--- src/verilog/mtr_cfg.svh ---
// constants for the drive monitor counters and meter outputs
`ifndef MTR_CFG_SVH
`define MTR_CFG_SVH
// clock and time figures
`define MTR_CLK_HZ        250000000
`define MTR_CLK_MHZ       250
`define MTR_HOUR_S        3600
`define MTR_AM_RESP0_US   7000
`define MTR_FILT_STEP_US  10000
`define MTR_FILT_SHIFT    3
`define MTR_FRAC_BITS     8
`define MTR_HALF_LSB      19'h00080
// monitor selections
`define MTR_SEL_PWR_HOURS 8'h14
`define MTR_SEL_RUN_HOURS 8'h17
`define MTR_SEL_ENERGY    8'h19
`define MTR_SEL_SAVED     8'h33
// decimal digit selection and clear codes
`define MTR_DIG_NONE      16'h270f
`define MTR_DIG_INT       16'h0000
`define MTR_DIG_TENTH     16'h0001
`define MTR_CLR_DO        32'h00000000
`define MTR_CLR_KEEP      32'h0000270f
`define MTR_EM_TEN        32'h0000000a
`define MTR_TEN           16'h000a
`define MTR_HUNDRED       16'h0064
// full scales, limits, reset values (0.01 Hz, 0.01 A, 0.01 s units)
`define MTR_FREQ_FS_MAX   19'h09c40
`define MTR_FREQ_FS_RST   19'h01770
`define MTR_CUR_MAX_SMALL 19'h0c350
`define MTR_CUR_MAX_LARGE 19'h57e40
`define MTR_FILT_MAX      9'h1f4
`define MTR_FILT_RST      9'h001
`define MTR_PULSE_FULL    31'h000005a0
`define MTR_PULSE_MAX     31'h00000960
`define MTR_AM_FULL       10'h3e8
// register byte offsets
`define MTR_A_MONSEL      8'h00
`define MTR_A_DIGSEL      8'h04
`define MTR_A_FREQ_FS     8'h08
`define MTR_A_CUR_FS      8'h0c
`define MTR_A_FILT        8'h10
`define MTR_A_METER_SRC   8'h14
`define MTR_A_RUN_CLR     8'h18
`define MTR_A_EM_CLR      8'h1c
`define MTR_A_PWR_HRS     8'h20
`define MTR_A_RUN_HRS     8'h24
`define MTR_A_PWR_WRAP    8'h28
`define MTR_A_RUN_WRAP    8'h2c
`define MTR_A_DISP        8'h30
`define MTR_A_AM_CODE     8'h34
`endif

--- src/verilog/mtr_pkg.sv ---
// types shared by the monitor modules
package mtr_pkg;
  typedef logic [15:0] mtr_hours_t;
  typedef logic [18:0] mtr_scale_t;
  typedef enum logic {MTR_DIV_IDLE, MTR_DIV_RUN} mtr_div_state_t;
endpackage

--- src/verilog/mtr_hr_if.sv ---
// link between the monitor top and one hour counter
`timescale 1ns/100ps
`default_nettype none
interface mtr_hr_if;
  logic                count_en;
  logic                clr;
  mtr_pkg::mtr_hours_t hours;
  mtr_pkg::mtr_hours_t wraps;
  modport cnt (input count_en, input clr, output hours, output wraps);
  modport ctl (output count_en, output clr, input hours, input wraps);
endinterface
`default_nettype wire

--- src/verilog/mtr_hour_cnt.sv ---
// hour counter with sub-hour prescaler and wrap count
`timescale 1ns/100ps
`default_nettype none
`include "mtr_cfg.svh"
module mtr_hour_cnt #(
  parameter logic [39:0] HOUR_CYCLES = 40'h0000000001
) (
  input  wire logic sys_clk,
  input  wire logic rst,
  input  wire logic ce,
  mtr_hr_if.cnt     hr
);
  logic [39:0] pre;
  logic        tick;

  // one tick per full prescaler hour; prescaler clears only at a tick, reset or clear,
  // so a partial hour is lost on power-down and kept across stops
  assign tick = hr.count_en && (pre == HOUR_CYCLES - 40'h0000000001);

  // (RL22) prescaled hour count
  always_ff @(posedge sys_clk or posedge rst) begin
    if (rst) begin
      pre      <= '0;
      hr.hours <= '0;
      hr.wraps <= '0;
    end else if (ce) begin
      if (hr.clr) begin
        pre      <= '0;
        hr.hours <= '0;
      end else if (tick) begin
        pre      <= '0;
        // (RL3) wrap past maximum
        hr.hours <= hr.hours + 16'h0001;
        // (RL4) count each wrap
        if (hr.hours == 16'hffff) begin
          hr.wraps <= hr.wraps + 16'h0001;
        end
      end else if (hr.count_en) begin
        pre <= pre + 40'h0000000001;
      end
    end
  end
endmodule
`default_nettype wire

--- src/verilog/mtr_am_filter.sv ---
// analog meter code: ratio to full scale, saturation and smoothing filter
`timescale 1ns/100ps
`default_nettype none
`include "mtr_cfg.svh"
module mtr_am_filter #(
  parameter logic [31:0] FILT_BASE_CYC = 32'h00000001,
  parameter logic [31:0] FILT_STEP_CYC = 32'h00000001
) (
  input  wire logic               sys_clk,
  input  wire logic               rst,
  input  wire logic               ce,
  input  wire mtr_pkg::mtr_scale_t val,
  input  wire mtr_pkg::mtr_scale_t fs,
  input  wire logic [8:0]         filt_set,
  output logic [9:0]              am_code
);
  mtr_pkg::mtr_div_state_t state;
  logic [28:0]             num;
  mtr_pkg::mtr_scale_t     den;
  logic [9:0]              quo;
  logic [3:0]              bitn;
  logic [9:0]              target;
  logic [31:0]             intv_cnt;
  logic [17:0]             y;
  wire  [9:0]              trial;
  wire                     fits;
  wire  [31:0]             intv;
  wire                     upd;
  wire  signed [18:0]      diff;
  wire  [17:0]             next_y;

  // bit-serial divide: slow but tiny, and the filter is far slower anyway
  assign trial  = quo | 10'(10'h001 << bitn);
  assign fits   = (29'(trial) * 29'(den)) <= num;
  // (RL18) update interval grows with the filter setting
  assign intv   = FILT_BASE_CYC + 32'(filt_set) * FILT_STEP_CYC;
  assign upd    = intv_cnt >= intv - 32'h00000001;
  assign diff   = $signed({1'b0, target, 8'h00}) - $signed({1'b0, y});
  assign next_y = 18'($signed({1'b0, y}) + (diff >>> `MTR_FILT_SHIFT));

  // (RL23) linear code, saturated at and above full scale
  always_ff @(posedge sys_clk or posedge rst) begin
    if (rst) begin
      state  <= mtr_pkg::MTR_DIV_IDLE;
      num    <= '0;
      den    <= '0;
      quo    <= '0;
      bitn   <= '0;
      target <= '0;
    end else if (ce) begin
      case (state)
        mtr_pkg::MTR_DIV_IDLE: begin
          num <= 29'(val) * 29'(`MTR_AM_FULL);
          den <= fs;
          quo <= '0;
          bitn <= 4'h9;
          // (RL17) never above full scale
          if (fs == '0) begin
            target <= '0;
          end else if (val >= fs) begin
            target <= `MTR_AM_FULL;
          end else begin
            state <= mtr_pkg::MTR_DIV_RUN;
          end
        end
        mtr_pkg::MTR_DIV_RUN: begin
          if (fits) begin
            quo <= trial;
          end
          if (bitn == 4'h0) begin
            target <= fits ? trial : quo;
            state  <= mtr_pkg::MTR_DIV_IDLE;
          end else begin
            bitn <= bitn - 4'h1;
          end
        end
        default: state <= mtr_pkg::MTR_DIV_IDLE;
      endcase
    end
  end

  // (RL19) first-order smoothing, setting zero gives the base response
  always_ff @(posedge sys_clk or posedge rst) begin
    if (rst) begin
      intv_cnt <= '0;
      y        <= '0;
      am_code  <= '0;
    end else if (ce) begin
      if (upd) begin
        intv_cnt <= '0;
        y        <= next_y;
        am_code  <= 10'((19'(next_y) + `MTR_HALF_LSB) >> `MTR_FRAC_BITS);
      end else begin
        intv_cnt <= intv_cnt + 32'h00000001;
      end
    end
  end
endmodule
`default_nettype wire

--- src/verilog/mtr_monitor.sv ---
// drive monitor: hour counters, digit truncation, pulse and analog meter outputs
//
// Contract
// (RL1) power-on hours count each full powered hour, shown at selection 20
// (RL2) running hours count each full run hour, hold while stopped, selection 23
// (RL3) either hour counter wraps to zero after 65535 and keeps counting
// (RL4) wraps of each counter are counted in their own wrap counts
// (RL5) writing zero to run-time clear clears running hours only
// (RL6) run-time clear reads back 9999; writing 9999 clears nothing
// (RL7) a powered period shorter than one hour adds nothing
// (RL8) running time below one hour per powered period adds nothing
// (RL9) digit selection 0 drops all fractional digits; 9999 leaves values alone
// (RL10) digit selection 1 drops hundredths, integers pass unchanged
// (RL11) hour and energy monitors keep their format regardless of digit selection
// (RL12) frequency full scale 0 to 400 Hz, initially 60 Hz, for both meters
// (RL13) current full scale up to 500 A or 3600 A, initially rated current
// (RL14) pulse rate proportional to frequency, 1440 per second at full scale
// (RL15) pulse rate proportional to current against current full scale
// (RL16) pulse rate never above 2400 per second
// (RL17) analog output proportional, 10 V at full scale, never above
// (RL18) analog output smoothed by a 0 to 5 s filter, initially 0.01 s
// (RL19) larger filter setting is steadier and slower; zero responds in 7 ms
// (RL20) full scale and filter settings writable at any time
// (RL21) energy meter clear reads back 9999 or 10 after writing zero
// (RL22) hour ticks come from clock prescalers, running one gated by run state
// (RL23) analog code scales linearly to full scale and saturates above it
`timescale 1ns/100ps
`default_nettype none
`include "mtr_cfg.svh"
module mtr_monitor #(
  parameter logic [39:0] HOUR_CYCLES   = 40'(64'(`MTR_HOUR_S) * 64'(`MTR_CLK_HZ)),
  parameter logic [31:0] FILT_BASE_CYC =
    32'((`MTR_AM_RESP0_US * `MTR_CLK_MHZ) >> `MTR_FILT_SHIFT),
  parameter logic [31:0] FILT_STEP_CYC =
    32'((`MTR_FILT_STEP_US * `MTR_CLK_MHZ) >> `MTR_FILT_SHIFT),
  parameter logic        LARGE_CAP     = 1'b0,
  parameter logic [18:0] RATED_CUR     = 19'h01388
) (
  input  wire logic        sys_clk,
  input  wire logic        rst,
  input  wire logic        ce,
  input  wire logic        psel,
  input  wire logic        penable,
  input  wire logic        pwrite,
  input  wire logic [7:0]  paddr,
  input  wire logic [31:0] pwdata,
  output logic [31:0]      prdata,
  output logic             pready,
  output logic             pslverr,
  input  wire logic        run_state,
  input  wire logic [15:0] freq_mon,
  input  wire logic [18:0] cur_mon,
  input  wire logic [15:0] mon_value,
  input  wire logic [1:0]  mon_decimals,
  output logic [15:0]      mon_display,
  output logic [1:0]       mon_display_dec,
  output logic             pulse_meter_output,
  output logic [9:0]       analog_meter_output,
  output logic             energy_meter_clr
);

  //////////////////////////////////////////////////////////////////////////////
  // settings
  logic [7:0]          monitor_select;
  logic [15:0]         decimal_digit_select;
  mtr_pkg::mtr_scale_t freq_full_scale;
  mtr_pkg::mtr_scale_t current_full_scale;
  logic [8:0]          analog_out_filter_time;
  logic [1:0]          meter_src;
  logic [31:0]         energy_meter_clear;

  // drop digits from a value until keep decimals remain
  function automatic logic [17:0] mtr_trunc(input logic [15:0] v, input logic [1:0] dec,
                                            input logic [1:0] keep);
    if (dec <= keep) begin
      mtr_trunc = {dec, v};
    end else if (dec - keep == 2'h1) begin
      mtr_trunc = {keep, 16'(v / `MTR_TEN)};
    end else begin
      mtr_trunc = {keep, 16'(v / `MTR_HUNDRED)};
    end
  endfunction

  // clamp a written full scale to its limit
  function automatic logic [18:0] mtr_clamp(input logic [31:0] v, input logic [18:0] lim);
    mtr_clamp = (v > 32'(lim)) ? lim : v[18:0];
  endfunction

  //////////////////////////////////////////////////////////////////////////////
  // apb decode
  wire        acc_first = psel && penable && !pready;
  wire        wr        = ce && psel && penable && pready && pwrite;
  wire [18:0] cur_max   = LARGE_CAP ? `MTR_CUR_MAX_LARGE : `MTR_CUR_MAX_SMALL;
  wire        hit;
  wire [31:0] rd_data;
  wire        run_clr_hit;

  mtr_hr_if pwr_if ();
  mtr_hr_if run_if ();

  // unmapped or unaligned addresses answer with an error and zero data
  assign hit = (paddr == `MTR_A_MONSEL)  || (paddr == `MTR_A_DIGSEL)   ||
               (paddr == `MTR_A_FREQ_FS) || (paddr == `MTR_A_CUR_FS)   ||
               (paddr == `MTR_A_FILT)    || (paddr == `MTR_A_METER_SRC) ||
               (paddr == `MTR_A_RUN_CLR) || (paddr == `MTR_A_EM_CLR)   ||
               (paddr == `MTR_A_PWR_HRS) || (paddr == `MTR_A_RUN_HRS)  ||
               (paddr == `MTR_A_PWR_WRAP) || (paddr == `MTR_A_RUN_WRAP) ||
               (paddr == `MTR_A_DISP)    || (paddr == `MTR_A_AM_CODE);

  // read mux; (RL6) run-time clear always reads the keep code
  assign rd_data =
    (paddr == `MTR_A_MONSEL)    ? 32'(monitor_select) :
    (paddr == `MTR_A_DIGSEL)    ? 32'(decimal_digit_select) :
    (paddr == `MTR_A_FREQ_FS)   ? 32'(freq_full_scale) :
    (paddr == `MTR_A_CUR_FS)    ? 32'(current_full_scale) :
    (paddr == `MTR_A_FILT)      ? 32'(analog_out_filter_time) :
    (paddr == `MTR_A_METER_SRC) ? 32'(meter_src) :
    (paddr == `MTR_A_RUN_CLR)   ? `MTR_CLR_KEEP :
    (paddr == `MTR_A_EM_CLR)    ? energy_meter_clear :
    (paddr == `MTR_A_PWR_HRS)   ? 32'(pwr_if.hours) :
    (paddr == `MTR_A_RUN_HRS)   ? 32'(run_if.hours) :
    (paddr == `MTR_A_PWR_WRAP)  ? 32'(pwr_if.wraps) :
    (paddr == `MTR_A_RUN_WRAP)  ? 32'(run_if.wraps) :
    (paddr == `MTR_A_DISP)      ? {14'h0000, mon_display_dec, mon_display} :
    (paddr == `MTR_A_AM_CODE)   ? 32'(analog_meter_output) : 32'h00000000;

  // (RL5) only zero clears running hours; power-on hours have no clear
  assign run_clr_hit = wr && (paddr == `MTR_A_RUN_CLR) && (pwdata == `MTR_CLR_DO);

  // one wait state: answer registered in the cycle after the first access cycle
  always_ff @(posedge sys_clk or posedge rst) begin
    if (rst) begin
      pready  <= 1'b0;
      pslverr <= 1'b0;
      prdata  <= '0;
    end else if (ce) begin
      pready  <= acc_first;
      pslverr <= acc_first && !hit;
      if (acc_first) begin
        prdata <= hit ? rd_data : 32'h00000000;
      end
    end
  end

  // (RL20) settings take writes in every state, no write lock
  always_ff @(posedge sys_clk or posedge rst) begin
    if (rst) begin
      monitor_select         <= '0;
      decimal_digit_select   <= `MTR_DIG_NONE;
      freq_full_scale        <= `MTR_FREQ_FS_RST;
      current_full_scale     <= RATED_CUR;
      analog_out_filter_time <= `MTR_FILT_RST;
      meter_src              <= '0;
      energy_meter_clear     <= `MTR_CLR_KEEP;
      energy_meter_clr       <= 1'b0;
    end else if (ce) begin
      energy_meter_clr <= wr && (paddr == `MTR_A_EM_CLR) && (pwdata == `MTR_CLR_DO);
      if (wr) begin
        case (paddr)
          `MTR_A_MONSEL:    monitor_select <= pwdata[7:0];
          `MTR_A_DIGSEL:    decimal_digit_select <= pwdata[15:0];
          // (RL12) frequency full scale limited
          `MTR_A_FREQ_FS:   freq_full_scale <= mtr_clamp(pwdata, `MTR_FREQ_FS_MAX);
          // (RL13) current limit by capacity
          `MTR_A_CUR_FS:    current_full_scale <= mtr_clamp(pwdata, cur_max);
          `MTR_A_FILT: begin
            analog_out_filter_time <= 9'(mtr_clamp(pwdata, 19'(`MTR_FILT_MAX)));
          end
          `MTR_A_METER_SRC: meter_src <= pwdata[1:0];
          // (RL21) zero clears energy, the mode code 9999 or 10 stays readable
          `MTR_A_EM_CLR: begin
            if (pwdata == `MTR_EM_TEN || pwdata == `MTR_CLR_KEEP) begin
              energy_meter_clear <= pwdata;
            end
          end
          default: ;
        endcase
      end
    end
  end

  //////////////////////////////////////////////////////////////////////////////
  // hour counters
  // (RL1) power-on prescaler runs whenever powered; (RL7) lost at reset
  assign pwr_if.count_en = 1'b1;
  assign pwr_if.clr      = 1'b0;
  // (RL2) (RL8) running prescaler gated by run state, kept across stops
  assign run_if.count_en = run_state;
  assign run_if.clr      = run_clr_hit;

  mtr_hour_cnt #(.HOUR_CYCLES(HOUR_CYCLES)) u_pwr_hours (
    .sys_clk (sys_clk),
    .rst     (rst),
    .ce      (ce),
    .hr      (pwr_if.cnt)
  );

  mtr_hour_cnt #(.HOUR_CYCLES(HOUR_CYCLES)) u_run_hours (
    .sys_clk (sys_clk),
    .rst     (rst),
    .ce      (ce),
    .hr      (run_if.cnt)
  );

  //////////////////////////////////////////////////////////////////////////////
  // monitor display with digit truncation
  wire        fixed_fmt = (monitor_select == `MTR_SEL_PWR_HOURS) ||
                          (monitor_select == `MTR_SEL_RUN_HOURS) ||
                          (monitor_select == `MTR_SEL_ENERGY)    ||
                          (monitor_select == `MTR_SEL_SAVED);
  wire [17:0] src_disp  = (monitor_select == `MTR_SEL_PWR_HOURS) ? {2'h0, pwr_if.hours} :
                          (monitor_select == `MTR_SEL_RUN_HOURS) ? {2'h0, run_if.hours} :
                          {mon_decimals, mon_value};
  wire [17:0] next_disp;

  // (RL9) (RL10) truncation; (RL11) fixed-format monitors bypass it
  assign next_disp = fixed_fmt ? src_disp :
    (decimal_digit_select == `MTR_DIG_INT)   ? mtr_trunc(src_disp[15:0], src_disp[17:16], 2'h0) :
    (decimal_digit_select == `MTR_DIG_TENTH) ? mtr_trunc(src_disp[15:0], src_disp[17:16], 2'h1) :
    src_disp;

  // display registered so the port comes from a flop
  always_ff @(posedge sys_clk or posedge rst) begin
    if (rst) begin
      mon_display     <= '0;
      mon_display_dec <= '0;
    end else if (ce) begin
      mon_display     <= next_disp[15:0];
      mon_display_dec <= next_disp[17:16];
    end
  end

  //////////////////////////////////////////////////////////////////////////////
  // pulse meter: phase accumulator toggling at twice the pulse rate
  wire [18:0] pm_val = meter_src[0] ? cur_mon : 19'(freq_mon);
  wire [18:0] pm_fs  = meter_src[0] ? current_full_scale : freq_full_scale;
  wire [30:0] pm_lin = 31'(pm_val) * `MTR_PULSE_FULL;
  wire [30:0] pm_cap = 31'(pm_fs) * `MTR_PULSE_MAX;
  wire [47:0] pm_thr = 48'(pm_fs) * 48'(`MTR_CLK_HZ);
  // (RL16) rate capped at the maximum pulse rate
  wire [47:0] pm_add = {16'h0000, ((pm_lin > pm_cap) ? pm_cap : pm_lin), 1'b0};
  wire [47:0] pm_sum;
  logic [47:0] pm_acc;

  assign pm_sum = pm_acc + pm_add;

  // (RL14) (RL15) rate proportional to value over selected full scale
  always_ff @(posedge sys_clk or posedge rst) begin
    if (rst) begin
      pm_acc             <= '0;
      pulse_meter_output <= 1'b0;
    end else if (ce) begin
      if (pm_fs == '0) begin
        pm_acc             <= '0;
        pulse_meter_output <= 1'b0;
      end else if (pm_sum >= pm_thr) begin
        pm_acc             <= pm_sum - pm_thr;
        pulse_meter_output <= !pulse_meter_output;
      end else begin
        pm_acc <= pm_sum;
      end
    end
  end

  //////////////////////////////////////////////////////////////////////////////
  // analog meter code, 10 mV steps with full scale at 10 V
  wire [18:0] am_val = meter_src[1] ? cur_mon : 19'(freq_mon);
  wire [18:0] am_fs  = meter_src[1] ? current_full_scale : freq_full_scale;

  // (RL17) (RL18) proportional code through the smoothing filter
  mtr_am_filter #(
    .FILT_BASE_CYC (FILT_BASE_CYC),
    .FILT_STEP_CYC (FILT_STEP_CYC)
  ) u_am_filter (
    .sys_clk  (sys_clk),
    .rst      (rst),
    .ce       (ce),
    .val      (am_val),
    .fs       (am_fs),
    .filt_set (analog_out_filter_time),
    .am_code  (analog_meter_output)
  );
endmodule
`default_nettype wire

--- config.mk ---
export PLATFORM = sky130hd
export DESIGN_NAME = mtr_monitor
export DESIGN_NICKNAME = d
export VERILOG_FILES = /design/src/verilog/mtr_pkg.sv /design/src/verilog/mtr_hr_if.sv /design/src/verilog/mtr_hour_cnt.sv /design/src/verilog/mtr_am_filter.sv /design/src/verilog/mtr_monitor.sv
export VERILOG_INCLUDE_DIRS = /design/src /design/src/verilog
export SDC_FILE = /design/constraint.sdc
export NUM_CORES = 2
export LEC_CHECK = 0
export BUFFER_PORTS_ARGS = -buffer_cell sky130_fd_sc_hd__buf_2
export CORE_MARGIN = 1.5
export CORE_UTILIZATION = 49
export DETAILED_ROUTE_END_ITERATION = 7
export PLACE_DENSITY_LB_ADDON = 0.3
export SYNTH_ARGS = -nofsm -noshare
export SYNTH_HDL_FRONTEND = slang
export SYNTH_SLANG_ARGS = --single-unit
--- constraint.sdc ---
create_clock -name sys_clk -period 19.2 [get_ports sys_clk]
set_clock_uncertainty 0.2 [all_clocks]
set_input_delay 3.84 -clock sys_clk [delete_from_list [all_inputs] [get_ports sys_clk]]
set_output_delay 3.84 -clock sys_clk [all_outputs]
set_load 0.05 [all_outputs]
==> run metrics <==
core footprint=112000 um2; top cell type's share of synthesized area=0.201; complex-gate fraction of the synthesized area=0.147; root buf cell=clkbuf_16; crit path capture=pm_acc[45]; Crit. Startpoint=cur_mon[4]; largest net degree at the start of global routing=129; crit path time final=17.93 ns; setup ws final=1.27 ns; Hold Fails Final Rpt=0; Antenna Violating Nets Remaining=0; ratio of cells with drive above 1 in the final layout=0.0811; worst reg2reg startpoint=freq_full_scale[7]; H-tree depth=2; count of final setup violators=0; Slew @ Worst Pin=1.18 ns; reg2reg path depth=74; Post-synth EDFFs=0; status=completed; CP endpoint kind=flip-flop; # clock sinks=475; num ports=164; Synth Flop Type=dfrtp_1; Net Count, Synth=7484; Post-Syn Instances=6262; hold_sp=energy_meter_clear[0]; fmax=0.0558 GHz; Syn Area/Cell=8.85 um2; crit path max-delay cell type=or3_1; Final period util=0.934; main combinational cell family by area after synthesis=adder cells; critical path class=in -> reg; Clock Path Buffers=3; die width=339 um; initial antenna violation count=12; Via density=5.74; worst reg2reg path endpoint=pm_acc[45]; die area=115000 um2; CP required=19.48 ns; CP max stage delay=0.56 ns; Congestion Overflow GR=0; Die Y=339 um; # DRC=0; top-count cell post-synth=inv_1; leakage=29.9 nW; Adder-Cell Fraction of Synth Area=0.316; Fin Hold WS=0.258 ns; DP Worst Slack=0.291 ns; Synth area leaders=dfrtp_1 (20%), fa_1 (16%), ha_1 (15%); placed cell area=57600 um2; final non-filler cell area=59700 um2; mux share of post-synthesis cell area=0.0342; Synth area leader=dfrtp_1; top cells by count, synth=inv_1 (891), ha_1 (666), nand2_1 (553); CTS tree=built; WP data arrival=18.21 ns; Yosys reg bits=475; Pre-antenna DRT Iters=8; Synth Area in XOR/XNOR=0.0626; first-pass GRT wire length=251000 um; drt total wl=156000 um; TritonCTS buffer count=57; Setup Buffers After CTS=0; synthesized area=55400 um2; type of origin of the critical path=primary input; Via Count=45200; power density over cell area=78.4 nW/um2; distinct cell type count after synthesis=106; Slew Limit Fails=0; # fillers=10400; Synth Warn #=0; worst-path fanout max=11; routed len/inst=19.7 um; FFs w/ async S/R, synth=1.00; max_slew headroom=0.210; # rows=123; simple-gate share of the synthesized area=0.150; Max rail drop VDD=0.0000843 V; vias in the first global route=45300; Syn-to-layout area delta=7.82%; Clock transition at path regs=0.06 ns; later-pin clock latency in the skew report=0.69 ns; layout net count=7540; sequential fraction of the synthesis area=0.215; GRT Util Overall=0.272; R2R Setup Slk=2.33 ns; Initial Utilization=0.493; most used cell, CP=a21oi_1; RePlAce Congestion=0.975; dpl hpwl=123000 um; Iter 0 DRT Violations=3476; worst min path class=reg -> reg; port buffer count=163; Max-Cap Viols=0
cells by family after synthesis:
kind of cell	Yosys count
AO/OA/AOI/OAI	1257
XOR/XNOR	396
adder cells (fa/ha/maj)	1125
buffers and inverters	1097
flip-flops	475
multiplexers	176
other	1
AND/OR/NAND/NOR	1735
what timing repair did:
| item | 4_1_cts | 5_1_grt |
|---|---|---|
| gates resized for setup | 0 | 12 |
| hold buffers | 0 | 0 |
| hold endpoints to repair | 0 | 0 |
| endpoints found under the setup margin | 0 | 42 |
cell usage in the layout (no fill, tap or decap), types with 19 or more instances in the layout:
cell,count
nand2_1,551
and3_1,38
o22ai_1,55
o21a_1,35
nor3_1,98
o21bai_1,68
or3_1,31
nor2_1,423
nor2b_1,57
clkbuf_16,58
dfrtp_1,444
dfstp_2,29
fa_1,456
mux2i_1,74
a221oi_1,19
a22oi_1,26
xnor2_1,267
nand3_1,119
nand4_1,92
o211ai_1,27
a21oi_1,322
o31ai_1,23
a21boi_0,25
nand2b_1,56
xor2_1,129
buf_2,162
nor4_1,45
o21ai_0,338
ha_1,666
mux2_2,98
a21o_1,73
or2_2,24
a31oi_1,35
inv_1,890
buf_4,38
and2_1,128
worst max-delay path: cells and delay by family:
family,cells,cell delay (ns)
AO/OA/AOI/OAI,43,7.35
adder cells (fa/ha/maj),9,2.95
AND/OR/NAND/NOR,16,2.50
multiplexers,3,0.84
buffers and inverters,5,0.38
XOR/XNOR,2,0.32
metal layers:
layer | routed length, um | GRT usage | vias to the layer above
li1 | - | - | 21400
met1 | 67300 | 0.368 | 22200
met2 | 71000 | 0.438 | 1401
met3 | 11100 | 0.0459 | 306
met4 | 6120 | 0.0969 | 8
met5 | 52 | 0 | -
worst min-delay path by stage:
stage,end,slack [ns],cells after the start
floorplan,u_pwr_hours.pre[10],0.23,1
global placement,energy_meter_clear[0],0.24,2
detailed placement,energy_meter_clear[10],0.25,2
CTS,energy_meter_clear[0],0.26,2
global route,energy_meter_clear[10],0.27,2
finish,energy_meter_clear[0],0.26,2
layout make-up:
type | instances | area, um2 | area share
Tap cell | 1500 | 1880 | 0.0314
Clock inverter | 26 | 389 | 0.00652
Timing Repair Buffer | 202 | 1130 | 0.0190
Clock buffer | 80 | 1630 | 0.0273
Inverter | 891 | 3350 | 0.0561
Antenna cell | 11 | 27.5 | 0.000461
Multi-Input combinational cell | 4691 | 39400 | 0.659
Sequential cell | 475 | 11900 | 0.200
per-stage QoR:
stage | setup TNS (ns) | utilization | instances | total power [mW]
6_report | 0 | 0.532 | 7876 | 4.68
2_1_floorplan | 0 | - | 6262 | 2.94
3_3_place_gp | 0 | 0.513 | 7757 | 3.41
4_1_cts | 0 | 0.531 | 7863 | 4.67
5_1_grt | -0.0297 | 0.531 | 7869 | 5.03
3_5_place_dp | 0 | 0.513 | 7757 | 3.46
flip-flops by register name, indices dropped and copies added (netlist names), 4 cells and up:
signal and flops:
u_run_hours.hr.wraps 16, u_am_filter.target 10, current_full_scale 19, energy_meter_clear 32
mon_display 16, u_pwr_hours.pre 40, pm_acc 42, u_am_filter.num 26
freq_full_scale 19, decimal_digit_select 16, monitor_select 8, analog_out_filter_time 9
u_am_filter.am_code 10, u_am_filter.intv_cnt 32, u_am_filter.y 18, u_am_filter.den 19
u_run_hours.pre 40, u_pwr_hours.hr.wraps 16, u_run_hours.hr.hours 16, prdata 32
u_am_filter.bitn 4, u_am_filter.quo 10, u_pwr_hours.hr.hours 16
where the power goes:
| part | total (mW) | internal (mW) | switching [mW] |
|---|---|---|---|
| Clock | 1.18 | 0.692 | 0.490 |
| Combinational | 2.35 | 0.933 | 1.42 |
| Sequential | 1.15 | 1.08 | 0.0704 |
Note: power is estimated with default switching activity, not from simulation.
